### src/design/mic_params.svh
// Purpose: constants of the interrupt controller
// Assumes: apb byte addresses, 32-bit data, 8-bit registers
// Notes: include once
`ifndef MIC_PARAMS_SVH
`define MIC_PARAMS_SVH
`define MIC_OFF_IRQ_ENABLE 12'h000
`define MIC_OFF_IRQ_FLAG 12'h004
`define MIC_OFF_PIN_SELECT 12'h008
`define MIC_OFF_PWM_CONTROL 12'h00c
`define MIC_OFF_MODE 12'h010
`define MIC_OFF_CORE_STATUS 12'h014
`define MIC_OFF_WAKE_MASK 12'h018
`define MIC_OFF_WAKE_STATUS 12'h01c
`define MIC_BIT_T1 0
`define MIC_BIT_T2 1
`define MIC_BIT_T3 2
`define MIC_BIT_PB 5
`define MIC_BIT_ADC 6
`define MIC_BIT_GLOBAL 7
`define MIC_FLAG_MASK 8'h67
`define MIC_VECTOR 10'h3fe
`define MIC_STARTUP_NS 1000
`define MIC_CLK_MHZ 40
`define MIC_STARTUP_CYC ((`MIC_STARTUP_NS * `MIC_CLK_MHZ + 999) / 1000)
`endif

### src/design/mic_pkg.sv
// Purpose: types of the interrupt controller
// Assumes: mic_params.svh holds the numbers
// Notes: none
package mic_pkg;
   typedef enum logic [1:0] {
      MIC_RUN = 2'b00,
      MIC_SLEEP = 2'b01,
      MIC_START = 2'b10
   } mic_state_t;
   typedef struct packed {
      logic t1_underflow;
      logic t1_pwm_period_end;
      logic t2_underflow;
      logic t3_underflow;
      logic adc_done;
   } mic_events_t;
   typedef struct packed {
      logic t1_pwm_mode;
      logic t2_pwm_duty;
   } mic_mode_t;
   typedef struct packed {
      mic_state_t state;
      logic [7:0] irq_enable_reg;
      logic [7:0] irq_flag_reg;
      logic [7:0] pin_change_select_reg;
      logic [7:0] pwm_control_reg;
      mic_mode_t mode;
      logic [7:0] pb_last;
      logic [3:0] pwm_div;
      logic [15:0] start_cnt;
      logic wake_stat;
      logic wake_mask;
      logic vector_req;
      logic clk_run;
      logic irq;
      logic [31:0] prdata;
      logic pready;
   } mic_reg_t;
endpackage

### src/design/mic_ctrl.sv
// Function
// - takes pin-change, three timer, adc requests
// - flags set regardless of enable bits
// - bit 7 global enable gates all flag requests, not the wake vector or wake irq
// - source enables written independent of global
// - accepted request clears global, vectors 3fe
// - return instruction sets global enable again
// - selected pin change raises flag bit 5
// - sleep pin change restarts clock, vectors after startup
// - timer one underflow sets flag 0
// - pwm period ends divided by rate field plus one
// - timer two underflow sets flag 1
// - timer two pwm duty mode gives none
// - timer three underflow sets flag 2
// - adc done sets flag 6, software clears
// - enable bit 6 masks adc request
// Purpose: interrupt flags, masking, vectoring and wake of a small mcu
// Assumes: event inputs are one-cycle pulses synchronous to pclk
// Notes: apb slave, zero wait states, unmapped reads zero with pslverr
`timescale 1ns/1ps
`default_nettype none
`include "mic_params.svh"
module mic_ctrl
   import mic_pkg::*;
(
   input wire logic pclk,
   input wire logic presetn,
   input wire logic psel,
   input wire logic penable,
   input wire logic pwrite,
   input wire logic [11:0] paddr,
   input wire logic [31:0] pwdata,
   output logic [31:0] prdata,
   output logic pready,
   output logic pslverr,
   input wire logic [7:0] port_b_pins,
   input wire mic_events_t events,
   input wire logic return_from_irq_instruction,
   input wire logic sleep_request,
   output logic vector_req,
   output logic [9:0] vector_addr,
   output logic core_clk_run,
   output logic irq
);
   mic_reg_t r_r;
   mic_reg_t r_nxt;
   logic wr;
   logic rd;
   logic pslverr_r;
   logic pslverr_nxt;
   logic [7:0] pb_change;
   logic [7:0] set_flags;
   logic accept;
   logic [31:0] rdata;
   logic mapped;

   always_comb
   begin
      wr = psel && !penable && pwrite;
      rd = psel && !penable && !pwrite;
      // pin changes only count for pins picked by the select register
      pb_change = (port_b_pins ^ r_r.pb_last) & r_r.pin_change_select_reg;
      set_flags = 8'h00;
      set_flags[`MIC_BIT_PB] = |pb_change;
      // timer one flag from underflow or divided pwm period
      set_flags[`MIC_BIT_T1] = r_r.mode.t1_pwm_mode ?
         (events.t1_pwm_period_end && r_r.pwm_div == 4'h0) :
         events.t1_underflow;
      set_flags[`MIC_BIT_T2] = events.t2_underflow &&
         !r_r.mode.t2_pwm_duty;
      set_flags[`MIC_BIT_T3] = events.t3_underflow;
      set_flags[`MIC_BIT_ADC] = events.adc_done;
      mapped = 1'b1;
      case (paddr)
         `MIC_OFF_IRQ_ENABLE: rdata = {24'h000000, r_r.irq_enable_reg};
         `MIC_OFF_IRQ_FLAG: rdata = {24'h000000, r_r.irq_flag_reg};
         `MIC_OFF_PIN_SELECT: rdata = {24'h000000,
            r_r.pin_change_select_reg};
         `MIC_OFF_PWM_CONTROL: rdata = {24'h000000, r_r.pwm_control_reg};
         `MIC_OFF_MODE: rdata = {30'h00000000, r_r.mode};
         `MIC_OFF_CORE_STATUS: rdata = {29'h00000000, r_r.clk_run,
            r_r.state};
         `MIC_OFF_WAKE_MASK: rdata = {31'h00000000, r_r.wake_mask};
         `MIC_OFF_WAKE_STATUS: rdata = {31'h00000000, r_r.wake_stat};
         default:
         begin
            rdata = 32'h00000000;
            mapped = 1'b0;
         end
      endcase
      r_nxt = r_r;
      pslverr_nxt = 1'b0;
      r_nxt.pready = psel && !penable;
      r_nxt.pb_last = port_b_pins;
      r_nxt.vector_req = 1'b0;
      if (r_r.mode.t1_pwm_mode && events.t1_pwm_period_end)
      begin
         r_nxt.pwm_div = (r_r.pwm_div == 4'h0) ?
            r_r.pwm_control_reg[3:0] : r_r.pwm_div - 4'h1;
      end
      if (rd)
      begin
         r_nxt.prdata = rdata;
         pslverr_nxt = !mapped;
      end
      if (wr)
      begin
         pslverr_nxt = !mapped;
         case (paddr)
            `MIC_OFF_IRQ_ENABLE: r_nxt.irq_enable_reg = pwdata[7:0];
            // writing zero clears a flag, one keeps it
            `MIC_OFF_IRQ_FLAG: r_nxt.irq_flag_reg =
               r_r.irq_flag_reg & pwdata[7:0] & `MIC_FLAG_MASK;
            `MIC_OFF_PIN_SELECT: r_nxt.pin_change_select_reg = pwdata[7:0];
            `MIC_OFF_PWM_CONTROL:
            begin
               r_nxt.pwm_control_reg = pwdata[7:0];
               r_nxt.pwm_div = pwdata[3:0];
            end
            `MIC_OFF_MODE: r_nxt.mode = pwdata[1:0];
            `MIC_OFF_WAKE_MASK: r_nxt.wake_mask = pwdata[0];
            default: ;
         endcase
      end
      if (rd && paddr == `MIC_OFF_WAKE_STATUS)
      begin
         r_nxt.wake_stat = 1'b0;
      end
      // set beats a same-cycle software clear
      r_nxt.irq_flag_reg = r_nxt.irq_flag_reg | set_flags;
      if (return_from_irq_instruction)
      begin
         r_nxt.irq_enable_reg[`MIC_BIT_GLOBAL] = 1'b1;
      end
      accept = 1'b0;
      case (r_r.state)
         MIC_RUN:
         begin
            accept = r_r.irq_enable_reg[`MIC_BIT_GLOBAL] &&
               |(r_r.irq_flag_reg & r_r.irq_enable_reg &
               `MIC_FLAG_MASK);
            if (sleep_request && !accept)
            begin
               r_nxt.state = MIC_SLEEP;
               r_nxt.clk_run = 1'b0;
            end
         end
         MIC_SLEEP:
         begin
            // any selected pin change wakes, even with enables clear
            if (|pb_change)
            begin
               r_nxt.state = MIC_START;
               r_nxt.clk_run = 1'b1;
               r_nxt.start_cnt = 16'(`MIC_STARTUP_CYC);
               r_nxt.wake_stat = 1'b1;
            end
         end
         MIC_START:
         begin
            if (r_r.start_cnt <= 16'h0001)
            begin
               r_nxt.state = MIC_RUN;
               r_nxt.vector_req = 1'b1;
               r_nxt.irq_enable_reg[`MIC_BIT_GLOBAL] = 1'b0;
            end
            else
            begin
               r_nxt.start_cnt = r_r.start_cnt - 16'h0001;
            end
         end
         default: r_nxt.state = MIC_RUN;
      endcase
      if (accept)
      begin
         r_nxt.irq_enable_reg[`MIC_BIT_GLOBAL] = 1'b0;
         r_nxt.vector_req = 1'b1;
      end
      // interrupt line, level: wake status under wake mask (cleared by reading) or enabled flag under global in run
      r_nxt.irq = (r_nxt.wake_stat && r_nxt.wake_mask) ||
         (r_nxt.state == MIC_RUN && r_nxt.irq_enable_reg[`MIC_BIT_GLOBAL]
         && |(r_nxt.irq_flag_reg & r_nxt.irq_enable_reg & `MIC_FLAG_MASK));
   end

   always_ff @(posedge pclk or negedge presetn)
   begin
      if (!presetn)
      begin
         r_r <= '{state: MIC_RUN, clk_run: 1'b1, default: '0};
         pslverr_r <= 1'b0;
      end
      else
      begin
         r_r <= r_nxt;
         pslverr_r <= pslverr_nxt;
      end
   end

   assign prdata = r_r.prdata;
   assign pready = r_r.pready;
   assign pslverr = pslverr_r;
   assign vector_req = r_r.vector_req;
   assign vector_addr = `MIC_VECTOR;
   assign core_clk_run = r_r.clk_run;
   assign irq = r_r.irq;
endmodule
`default_nettype wire

### config.mk
export PLATFORM = sky130hd
export DESIGN_NAME = mic_ctrl
export DESIGN_NICKNAME = d
export VERILOG_FILES = /design/src/design/mic_pkg.sv /design/src/design/mic_ctrl.sv
export VERILOG_INCLUDE_DIRS = /design/src /design/src/design
export SDC_FILE = /design/constraint.sdc
export NUM_CORES = 1
export LEC_CHECK = 0
export BUFFER_PORTS_ARGS = -buffer_cell sky130_fd_sc_hd__buf_2
export CAP_MARGIN = 15
export CORE_ASPECT_RATIO = 1.4
export CORE_MARGIN = 2
export CORE_UTILIZATION = 53
export DETAILED_ROUTE_END_ITERATION = 7
export PLACE_DENSITY = 0.78
export SLEW_MARGIN = 20
export SYNTH_ARGS = -nofsm -noshare
export SYNTH_HDL_FRONTEND = slang
export SYNTH_SLANG_ARGS = --single-unit
### constraint.sdc
create_clock -name pclk -period 2.4 [get_ports pclk]
set_clock_uncertainty 0.2 [all_clocks]
set_input_delay 0.36 -clock pclk [delete_from_list [all_inputs] [get_ports pclk]]
set_output_delay 0.36 -clock pclk [all_outputs]
set_load 0.02 [all_outputs]
* Word-level counts from Yosys, hierarchy flattened
Cells that the tools add are included.
** Storage, ports and cells
- Flip-flop bits (word level) :: 103
- Bits in latches :: 0
- RAM bits :: 0
- ROM bits :: 0
- Input bits :: 64
- Output and inout port bits :: 47
- Memories :: 0
** Cells by class
- Add/sub/neg operators :: 2
- $mul :: 0
- Divide/modulo/power cells :: 0
- Order comparisons :: 1
- Eq/ne operators :: 12
- Shift-type cells :: 0
- Multiplexer cells :: 36
- Bitwise logic cells :: 6
- Reduce and logical (&&, ||, !) cells :: 33
** Operators by type and width (number)
- 8-bit one-hot mux with 8 select lines :: 1
- 12-bit by 5-bit equality test with 1-bit output (second input constant) :: 4
- 34-bit 2-to-1 mux :: 1
- 8-bit 2-to-1 mux :: 4
- 16-bit one-hot mux with 2 select lines :: 1
- 12-bit by 4-bit equality test with 1-bit output (second input constant) :: 2
- 7-bit bitwise AND :: 3
- 1-bit 2-to-1 mux :: 17
- 17-bit 2-to-1 mux :: 1
- 16-bit by 1-bit <= comparator with 1-bit output (second input constant) :: 1
- 16-bit 2-to-1 mux :: 1
- 4-bit 2-to-1 mux :: 4
- 8-bit OR reduction :: 2
- 16-bit by 1-bit subtractor with 16-bit output (second input constant) :: 1
- 12-bit by 3-bit equality test with 1-bit output (second input constant) :: 1
- 1-bit logical AND :: 12
- 12-bit zero test :: 1
- 5-bit OR reduction :: 2
- 8-bit bitwise AND :: 1
- 8-bit by 7-bit bitwise OR with 8-bit output :: 1
- 8-bit XOR :: 1
- 2-bit 2-to-1 mux :: 3
- 2-bit != test (second input constant) :: 3
- 2-bit one-hot mux with 3 select lines :: 1
- other kinds (12) :: 21

* Longest topological paths before layout
Gate-level depths: netlist of the first run.
- Depth in word-level cells :: 11
- Mapped depth :: 9

* Worst setup path after synthesis of the first run
Ideal clock, no wire load.
- Kind :: input to register
- Start :: input port paddr[2]
- End :: register r_r, in the netlist irq
- Library setup time :: 121 ps
- Arrival time :: 2155 ps
- Data required time :: 2079 ps
- Path slack :: -76 ps
- Cell stages on the path :: 7
- Path buffers :: 1
- Path through :: buf_2 > or4_1 > nor4_4 > mux2_2 > nor2_1 > nor2_1 > a22o_1
** RTL lines
- start: declaration :: RTL line mic_ctrl.sv:31 : input wire logic [11:0] paddr,
- end signal: assignment :: RTL line mic_ctrl.sv:194 : r_r <= r_nxt;
- end: declaration :: RTL line mic_ctrl.sv:45 : mic_reg_t r_r;

==> summary by stage, run 1 <==
Outcome
The flow ran to the end, and the final reports show no timing, DRC or antenna violations.

Synth
Of the total synthesized cell area, the portion taken by full adders, half adders and majority gates is less than 1%. In this run, synthesis produced a sequential element count of 78. After synthesis, the largest family of logic cells by area is simple AND/OR/NAND/NOR gates.

The synthesis warning total is 0. Sequential elements use between 40% and 50% of the synthesized area. The synthesized netlist devotes under 10% of its cell area to XOR and XNOR gates. The netlist area before placement is 4230 um2.

The fraction of registers with async set or reset after synthesis is 100%. After synthesis, the cell types taking the most area are dfrtp_1, buf_4, mux2_2. The number of synthesized flops with an enable pin is 0.

The simple logic cell fraction of the synthesized area is around 18%. The post-synthesis instance total is 414. The leading register cell type out of synthesis is dfrtp_1.

After synthesis, the share of cell area in mux cells is 12.6%. Summing the areas of all compound-gate instances in the mapped netlist gives 9.16% of the synthesized area. The mean area per synthesized cell is around 10 um2. The fraction of synthesized cell area taken by the top area cell type is 45.5%. Synthesis instantiated 52 different standard cells from the library. The dominant cell type by area after synthesis is dfrtp_1.

Place
The final weighted congestion of routability-driven global placement is between 0.8 and 0.9. In this run, placement finished with an instance count of 569. The post-placement cell area is 4590 um2. Buffers placed on the I/O ports in this run total 52.

The half-perimeter wire length after placement is 7.27 mm.

Power and ir drop
The internal power contribution is 2.02 mW. The standby leakage power is between 2 and 2.5 nW. Combinational logic burns 11.9% of the power. The switching share of power is 26.6%. The maximum VDD drop is 0.000407 V.

The sequential share of power is 51.6%. Of the total power, the clock network draws 36.5%. Summed over all nets, the switching power comes to approximately 0.73 mW. The power per standard cell area is 554 nW/um2.

Setup path
The peak fanout along the critical path is 5. The worst setup path is launched from a flop. For the worst setup path, the data arrival time is about 2.4 ns. The type of the worst setup path is flop to flop. The number of cells on the worst reg-to-reg path is 8.

The register-to-register path setup slack is about 0.037 ns. The source of the critical timing path is r_r[44]. The type of destination of the critical path is a flop.

In this run the critical register-to-register path is launched from r_r[44]. The critical path ends at r_r[99]. For the worst setup path, the data required time is roughly 2.5 ns. In this run the critical register-to-register path is captured at r_r[99].

Drt
For this block, the via count after detailed routing is 3305. The number of DRC violations after detailed routing is 0. After the first detailed-routing iteration, the DRC count stood at 207. The sum of routed wire length over all layers is 9.73 mm.

The detail-routed net length per standard cell is 16.3 um. The via density per instance is 5.54. The count of nets left with antenna violations once routing finished came out at 0. Before antenna repair, the detailed router went through 4 iterations.

Flow run
The number of max-cap violations is 0.

STA
The final worst-path cycle share is 98.5%. The clock period could shrink to 2.36 ns. The hold violation count in the final report is 0. The number of slew-limit violations in the final report is 0.

Across all hold checks on the routed design, the worst slack comes to 0.0294 ns. Setup violations remaining at the end of the flow were counted as 0. The achievable frequency is approximately 420 MHz. The total negative slack for setup checks is 0 ns.

Clock network
The count of clock tree sinks is 78. The longest clock path from root to sink contains 2 buffers. For the worst-skew pair, the clock arrives at the later sink with an insertion delay of approximately 0.36 ns. TritonCTS built the clock tree.

The number of buffers created by CTS is 9. In this run the number of H-tree levels came out at 3. Clock-pin slew was measured on the worst setup and hold paths at 0.08 ns.

In this run the clock root is driven by a clkbuf_8.

Global routing
Global routing consumed, over all layers together, 24.0% of the routing resources. The global routing's busiest layer is met2. The first global-routing pass estimated 15.7 mm of wire. Global routing consumed, on the met1 layer, about a quarter of the routing resources. The number of antenna violations at the first check in global routing was 0. Entering global routing, the biggest net connects 50 pins. The via count of the first global-routing pass is between 3000 and 4000. For met3 alone, demand over resource in global routing was 4.35%. The overall overflow remaining after global route is 0. For this run, global-route usage on met2 was measured as 43.8%.

Floorplanning
The floorplan die area is 8730 um2. The row count is 38. The count of pins on the block boundary is 111. The floorplan step defined a core boundary enclosing 7750 um2. The initial cell density of the core is a little over half.

The die is 110 um tall. The width of the chip is 79.5 um.

Finish
The number of fill cells in the layout is 644. Leaving out filler cells and counting taps, the final layout contains 597. In the final layout, the share of cells above drive strength 1 is 30.0%. The final net count is approximately 560. The finished layout cell area is 4980 um2. The synthesis-to-layout area growth is 17.6%. The count of antenna diodes in the layout is 0. The area of combinational cells with multiple inputs is around 2100 um2. In the final layout, flip-flops and latches occupy 1950 um2.

Worst hold path
The min-delay analysis places its worst path in the category input port to flop.
worst min path at each step:
stage / slack, ns / startpoint / depth (start not counted) / to
finish: 0.03 / return_from_irq_instruction / 3 / r_r[99]
global route: 0.03 / return_from_irq_instruction / 3 / r_r[99]
CTS: 0.01 / return_from_irq_instruction / 3 / r_r[99]
detailed placement: 0.12 / presetn / 1 / r_r[56]
global placement: 0.11 / presetn / 1 / r_r[56]
floorplan: -0.14 / presetn / 0 / asynchronous set/reset pin
per-stage QoR:
| stage | setup WS [ns] | util (%) | power (mW) |
|---|---|---|---|
| 2_1_floorplan | -0.00143 | - | 1.66 |
| 3_3_place_gp | -0.139 | 59.2 | 1.74 |
| 3_5_place_dp | -0.164 | 59.2 | 1.75 |
| 4_1_cts | 0.0192 | 63.1 | 2.78 |
| 5_1_grt | -0.0708 | 64.2 | 2.88 |
| 6_report | 0.0365 | 64.2 | 2.76 |
power by group through the flow:
stage / Clock (mW) / Sequential, mW / Combinational [mW]
3_3_place_gp: 0 / 1.44 / 0.301
2_1_floorplan: 0 / 1.43 / 0.230
6_report: 1.01 / 1.42 / 0.328
4_1_cts: 1.04 / 1.42 / 0.323
5_1_grt: 1.08 / 1.43 / 0.369
3_5_place_dp: 0 / 1.44 / 0.310
what timing repair did:
action / in CTS / in global routing
setup buffers: 0 / 3
setup endpoints to repair: 2 / 16
pin swaps: 0 / 5
endpoints found under the hold margin: 37 / 0
hold buffers: 9 / 0
resized for setup: 1 / 12
cell usage after synthesis (7+ instances only):
cell type / count
mux4_2: 7
xor2_1: 12
nor2_1: 37
nand2b_1: 8
inv_1: 10
a21oi_1: 12
nand2_1: 35
nor3_1: 11
nand3_1: 16
or3_1: 9
dfrtp_1: 77
buf_4: 42
o21ai_0: 18
mux2_2: 28
state kept, by name (all words and copies together), names as in the netlist, named ones only:
signal / count
core_clk_run: 1
irq: 1
prdata: 8
pready: 1
pslverr: 1
r_r: 61
vector_req: 1
cell usage in the layout (no fill, tap or decap), types with 10 or more instances in the layout:
cell / n
conb_1: 34
mux2_2: 27
xor2_1: 12
dfrtp_1: 77
o21ai_0: 18
nor3_1: 10
buf_2: 51
nand3_1: 15
clkbuf_8: 11
inv_1: 10
nand2_1: 35
buf_4: 28
a21oi_1: 12
nor2_1: 36
cells by family after synthesis:
kind of cell | after synthesis
compound gates | 60
xor+xnor | 18
fa+ha+maj | 3
buf+inv | 64
flops | 78
mux | 41
other cells | 2
simple gates | 148
layer usage:
| metal | vias to the layer above | wire length, um |
|---|---|---|
| li1 | 1552 | - |
| met1 | 1621 | 3600 |
| met2 | 104 | 5260 |
| met3 | 28 | 460 |
| met4 | 0 | 411 |
| met5 | - | 0 |
final cells by class:
cell class                 instances  area share, %
inverter                          10          0.754
tap                              100           2.51
multi-input combinational        304           41.9
timing repair buffer              89           11.6
sequential                        78           39.2
clock buffer                      13           3.19
clock inverter                     3          0.854
critical path: stages, from the launching register on:
cell	delay [ns]
dfrtp_1	0.42
or3_1	0.43
nor3_2	0.24
buf_4	0.17
nand3_1	0.15
buf_4	0.18
mux2_2	0.25
nor2_1	0.14
nor2_1	0.07
Note: power is estimated with default switching activity, not from simulation.
==> run 2: changes to the inputs <==
- ABC_AREA: not set -> 1
- CORE_UTILIZATION: 53 -> 54
- PLACE_DENSITY: 0.78 -> 0.79
==> run 2 against run 1 <==
Flip-flop and latch count unchanged. Core utilization fell by 1.0 points. Non-clock buffer count down 22. Register-to-register slack gained 0.25 ns. Via count rose by 18%. Critical path depth increased by 5. First-iteration DRC count increased by 59%. Power up 8.4%. Clock power up 45%. Wire length is 6.7% higher. Sequential share of layout area down 1.1 points. Critical path type is now input port to flop. Largest power group is now the clock network. Highest routed layer unchanged.
==> summary by stage, run 2 <==
Outcome
The run finished with clean final reports.

Power and ir drop
For this design the total switching power over the nets is 0.692 mW. Per report_power, the combinational group accounts for 6.7% of the total. The standby leakage power is 2.77 nW. Net switching is 23.2% of the power. Registers are responsible for 44.5% of the overall power. The internal power contribution is 2.30 mW. The power per standard cell area is around 580 nW/um2. The share of total power dissipated in the clock network is 48.8%.

The maximum VDD drop is 0.000460 V.

Synth
The fraction of registers with async set or reset after synthesis is 100%. The synthesis warning total is 0. In the synthesized netlist the dominant register cell turns out to be dfrtp_1.

By instance count, the leading cell after synthesis is nand2_1. The synthesized design spends more area on one cell type than any other, namely dfrtp_1. The number of synthesized register bits is 78. In the post-synthesis netlist, the biggest area contributors are dfrtp_1, nand2_1, buf_4.

The share of the Yosys chip area taken by registers is between 40 and 50%. Ranked by instance count, the synthesized netlist is headed by nand2_1, inv_1, dfrtp_1, nor2_1, buf_4. The number of synthesized flops with an enable pin is 0. The mean area per synthesized cell is 7.53 um2. The count of different cell masters after synthesis is 39.

In this run the biggest area consumer among cell types represents about 43% of the synthesized area. The post-synthesis instance total is between 500 and 600. The netlist area before placement is 4490 um2.

Floorplanning
The floorplan has 39 rows. The width of the chip is 81.1 um. The die covers 9070 um2. The core region is 8100 um2. The count of pins on the block boundary is 111. Once the floorplan was initialized, standard cells occupied 55.4% of the core. The y dimension of the die is about 110 um.

Drt
The via density per instance is 5.11. After detailed routing, the average wire length per cell comes to 13.6 um. The first-pass iteration count of the detailed router is 5. The routed via count is 3901.

The count of nets left with antenna violations once routing finished came out at 0. After detailed routing, the number of remaining DRC violations is 0. In this run, the number of DRC markers left after iteration 0 of detailed routing was 329. The sum of routed wire length over all layers is a little over 10 mm.

Finish
Summing all multi-input logic gate instances after layout gives 1980 um2. The repair_antennas step left the layout with diodes totalling 0. The post-route netlist has 14.8% of its cells at a drive strength greater than 1. The most common cell after layout, fill and taps aside is nand2_1. The sequential cell area is 1950 um2.

The final layout contains 723 nets. After filler insertion, the fill cell instance count of the layout stands at 737. The final standard cell count with taps included and fillers excluded is 763. In the layout the commonest cells are nand2_1, inv_1, dfrtp_1. The synthesis-to-layout area growth is 14.0%. The number of flip-flops in the largest register is between 60 and 70. The largest register by flop count is r_r.

Clock network
The H-tree depth is 3. The clock transition at the registers of the reported paths is 0.06 ns. No sink is reached through more buffers than the 2 on the longest clock path. In this run the clock root is driven by a clkbuf_16. The post-CTS setup buffer count is 0. The count of clock tree sinks is 78.

The clock latency on the worst-skew pair is 0.34 ns. TritonCTS built the clock tree. The number of buffers created by CTS is 9.

Setup path
The critical path goes through dlygate4sd3_1 -> buf_2 -> or2_0 -> nand2_1 -> nand2_1 -> nor2_2 -> nand2_1 -> nand2_4 -> nand2_8 -> nand3_1 -> nand2_1 -> nand2_1 -> nor2_1. The critical-path cell with the highest stage delay is dlygate4sd3_1. Of all nets on the critical path, the largest fanout is 13. The type of the worst setup path is input port to flop. Grouping stages by cell kind, the critical path spends the most delay in simple AND/OR/NAND/NOR gates. The cell seen most often among critical-path stages is nand2_1. The buffer and inverter count on the worst path is 2. The worst setup path is launched from an input port. The arrival time at the worst endpoint is approximately 2.2 ns. The delay contributed by the slowest stage of the critical path is between 0.5 and 0.6 ns.

Data on the critical path is required at its endpoint by 2.43 ns. The type of destination of the critical path is a flop.

Global routing
After global routing the overflow that remains totals 0. The first global-routing pass estimated 17.0 mm of wire. The number of antenna violations at the first check in global routing is 0. The via count of the first global-routing pass is 3694. Global routing used 24.2% of the available tracks across all layers. Entering global routing, the biggest net connects 63 pins.

STA
Setup violations remaining at the end of the flow were counted as 0. Counting I/O delays and the setup requirement, the final critical path takes between 2 and 2.5 ns. The final worst-path cycle share is between 90% and 100%. The max-slew headroom at the worst pin is 64.3%.

The number of slew-limit violations in the final report is 0. The total negative slack for setup checks is 0 ns. The hold violation count in the final report is 0. The pin slew with the least headroom to its limit is about 0.53 ns.

Setup repair after global routing left no endpoint under its margin. Derived from the worst setup path, the maximum achievable clock frequency is 455 MHz.

Place
The final weighted congestion of routability-driven global placement is 0.967. The number of buffers inserted by port buffering is 52. The half-perimeter wire length after placement is 7.63 mm. In this run, placement finished with an instance count of around 740.

Worst hold path
The worst min-delay path category is input port to flop.

Flow run
The number of max-cap violations is 0.
[run 2: what timing repair did]
item	4_1_cts	5_1_grt
hold buffers	9	0
endpoints found under the hold margin	24	0
endpoints found under the setup margin	0	4
gates resized for setup	0	2
[run 2: power by group through the flow]
| stage | Combinational (mW) | Clock (mW) | Sequential, mW |
|---|---|---|---|
| after global placement | 0.183 | 0 | 1.35 |
| after detailed placement | 0.187 | 0 | 1.35 |
| after floorplan | 0.137 | 0 | 1.36 |
| after global routing | 0.222 | 1.54 | 1.33 |
| after CTS | 0.200 | 1.48 | 1.33 |
| final | 0.199 | 1.46 | 1.33 |
[run 2: stage by stage]
step	hold WS, ns	total power [mW]	utilization (%)	setup WS, ns	cell area (um2)
floorplan	-0.136	1.49	-	0.586	4610
detailed placement	0.0442	1.54	57.8	0.228	4680
global placement	0.0409	1.54	57.8	0.312	4680
CTS	0.0368	3.01	62.9	0.120	5090
finish	0.0422	2.99	63.2	0.204	5120
global route	0.0712	3.09	63.2	0.0190	5120
[run 2: worst paths after layout]
kind | startpoint | to | slack, ns | cells past startpoint
min reg2reg | core_clk_run | core_clk_run | 0.27 | 2
min | events[1] | r_r[86] | 0.04 | 3
max reg2reg | r_r[38] | r_r[46] | 0.29 | 13
min in group asynchronous | presetn | r_r[72] | 0.23 | 2
max | port_b_pins[5] | r_r[46] | 0.20 | 13
max in group asynchronous | presetn | core_clk_run | 1.13 | 3
[run 2: metal layers]
| layer | share of wire (%) | up-vias | GRT usage [%] |
|---|---|---|---|
| li1 | - | 1943 | - |
| met1 | 39 | 1818 | 28.9 |
| met2 | 53 | 117 | 41.5 |
| met3 | 4.9 | 23 | 5.02 |
| met4 | 2.5 | 0 | 9.94 |
| met5 | 0 | - | 0 |
[run 2: logic make-up after synthesis]
family          after synthesis  synth area share [%]
compound gates               78                  9.92
xor+xnor                      7                  1.37
fa+ha+maj                     3                 0.836
buf+inv                     138                  15.8
flops                        78                  43.5
mux                           1                 0.223
other cells                   2                 0.167
simple gates                289                  28.2
[run 2: layout make-up]
| class | count | area share [%] |
|---|---|---|
| clock buffers | 9 | 4.40 |
| repair buffers | 67 | 8.01 |
| flip-flops and latches | 78 | 38.1 |
| well taps | 102 | 2.49 |
| inverters | 87 | 6.40 |
| multi-input cells | 413 | 38.6 |
| clock inverters | 7 | 1.93 |
[run 2: worst reg2reg max path, cell delays in order, from the launching register on]
cell and delay, ns:
dfrtp_1 0.40, inv_1 0.09, ha_1 0.22, inv_1 0.11
nor2_1 0.07, inv_1 0.09, nor2_1 0.05, nand2_1 0.12
nand4_4 0.21, nand2_8 0.19, nand3_1 0.10, nand2_1 0.08
nand2_1 0.04, nor2_1 0.08
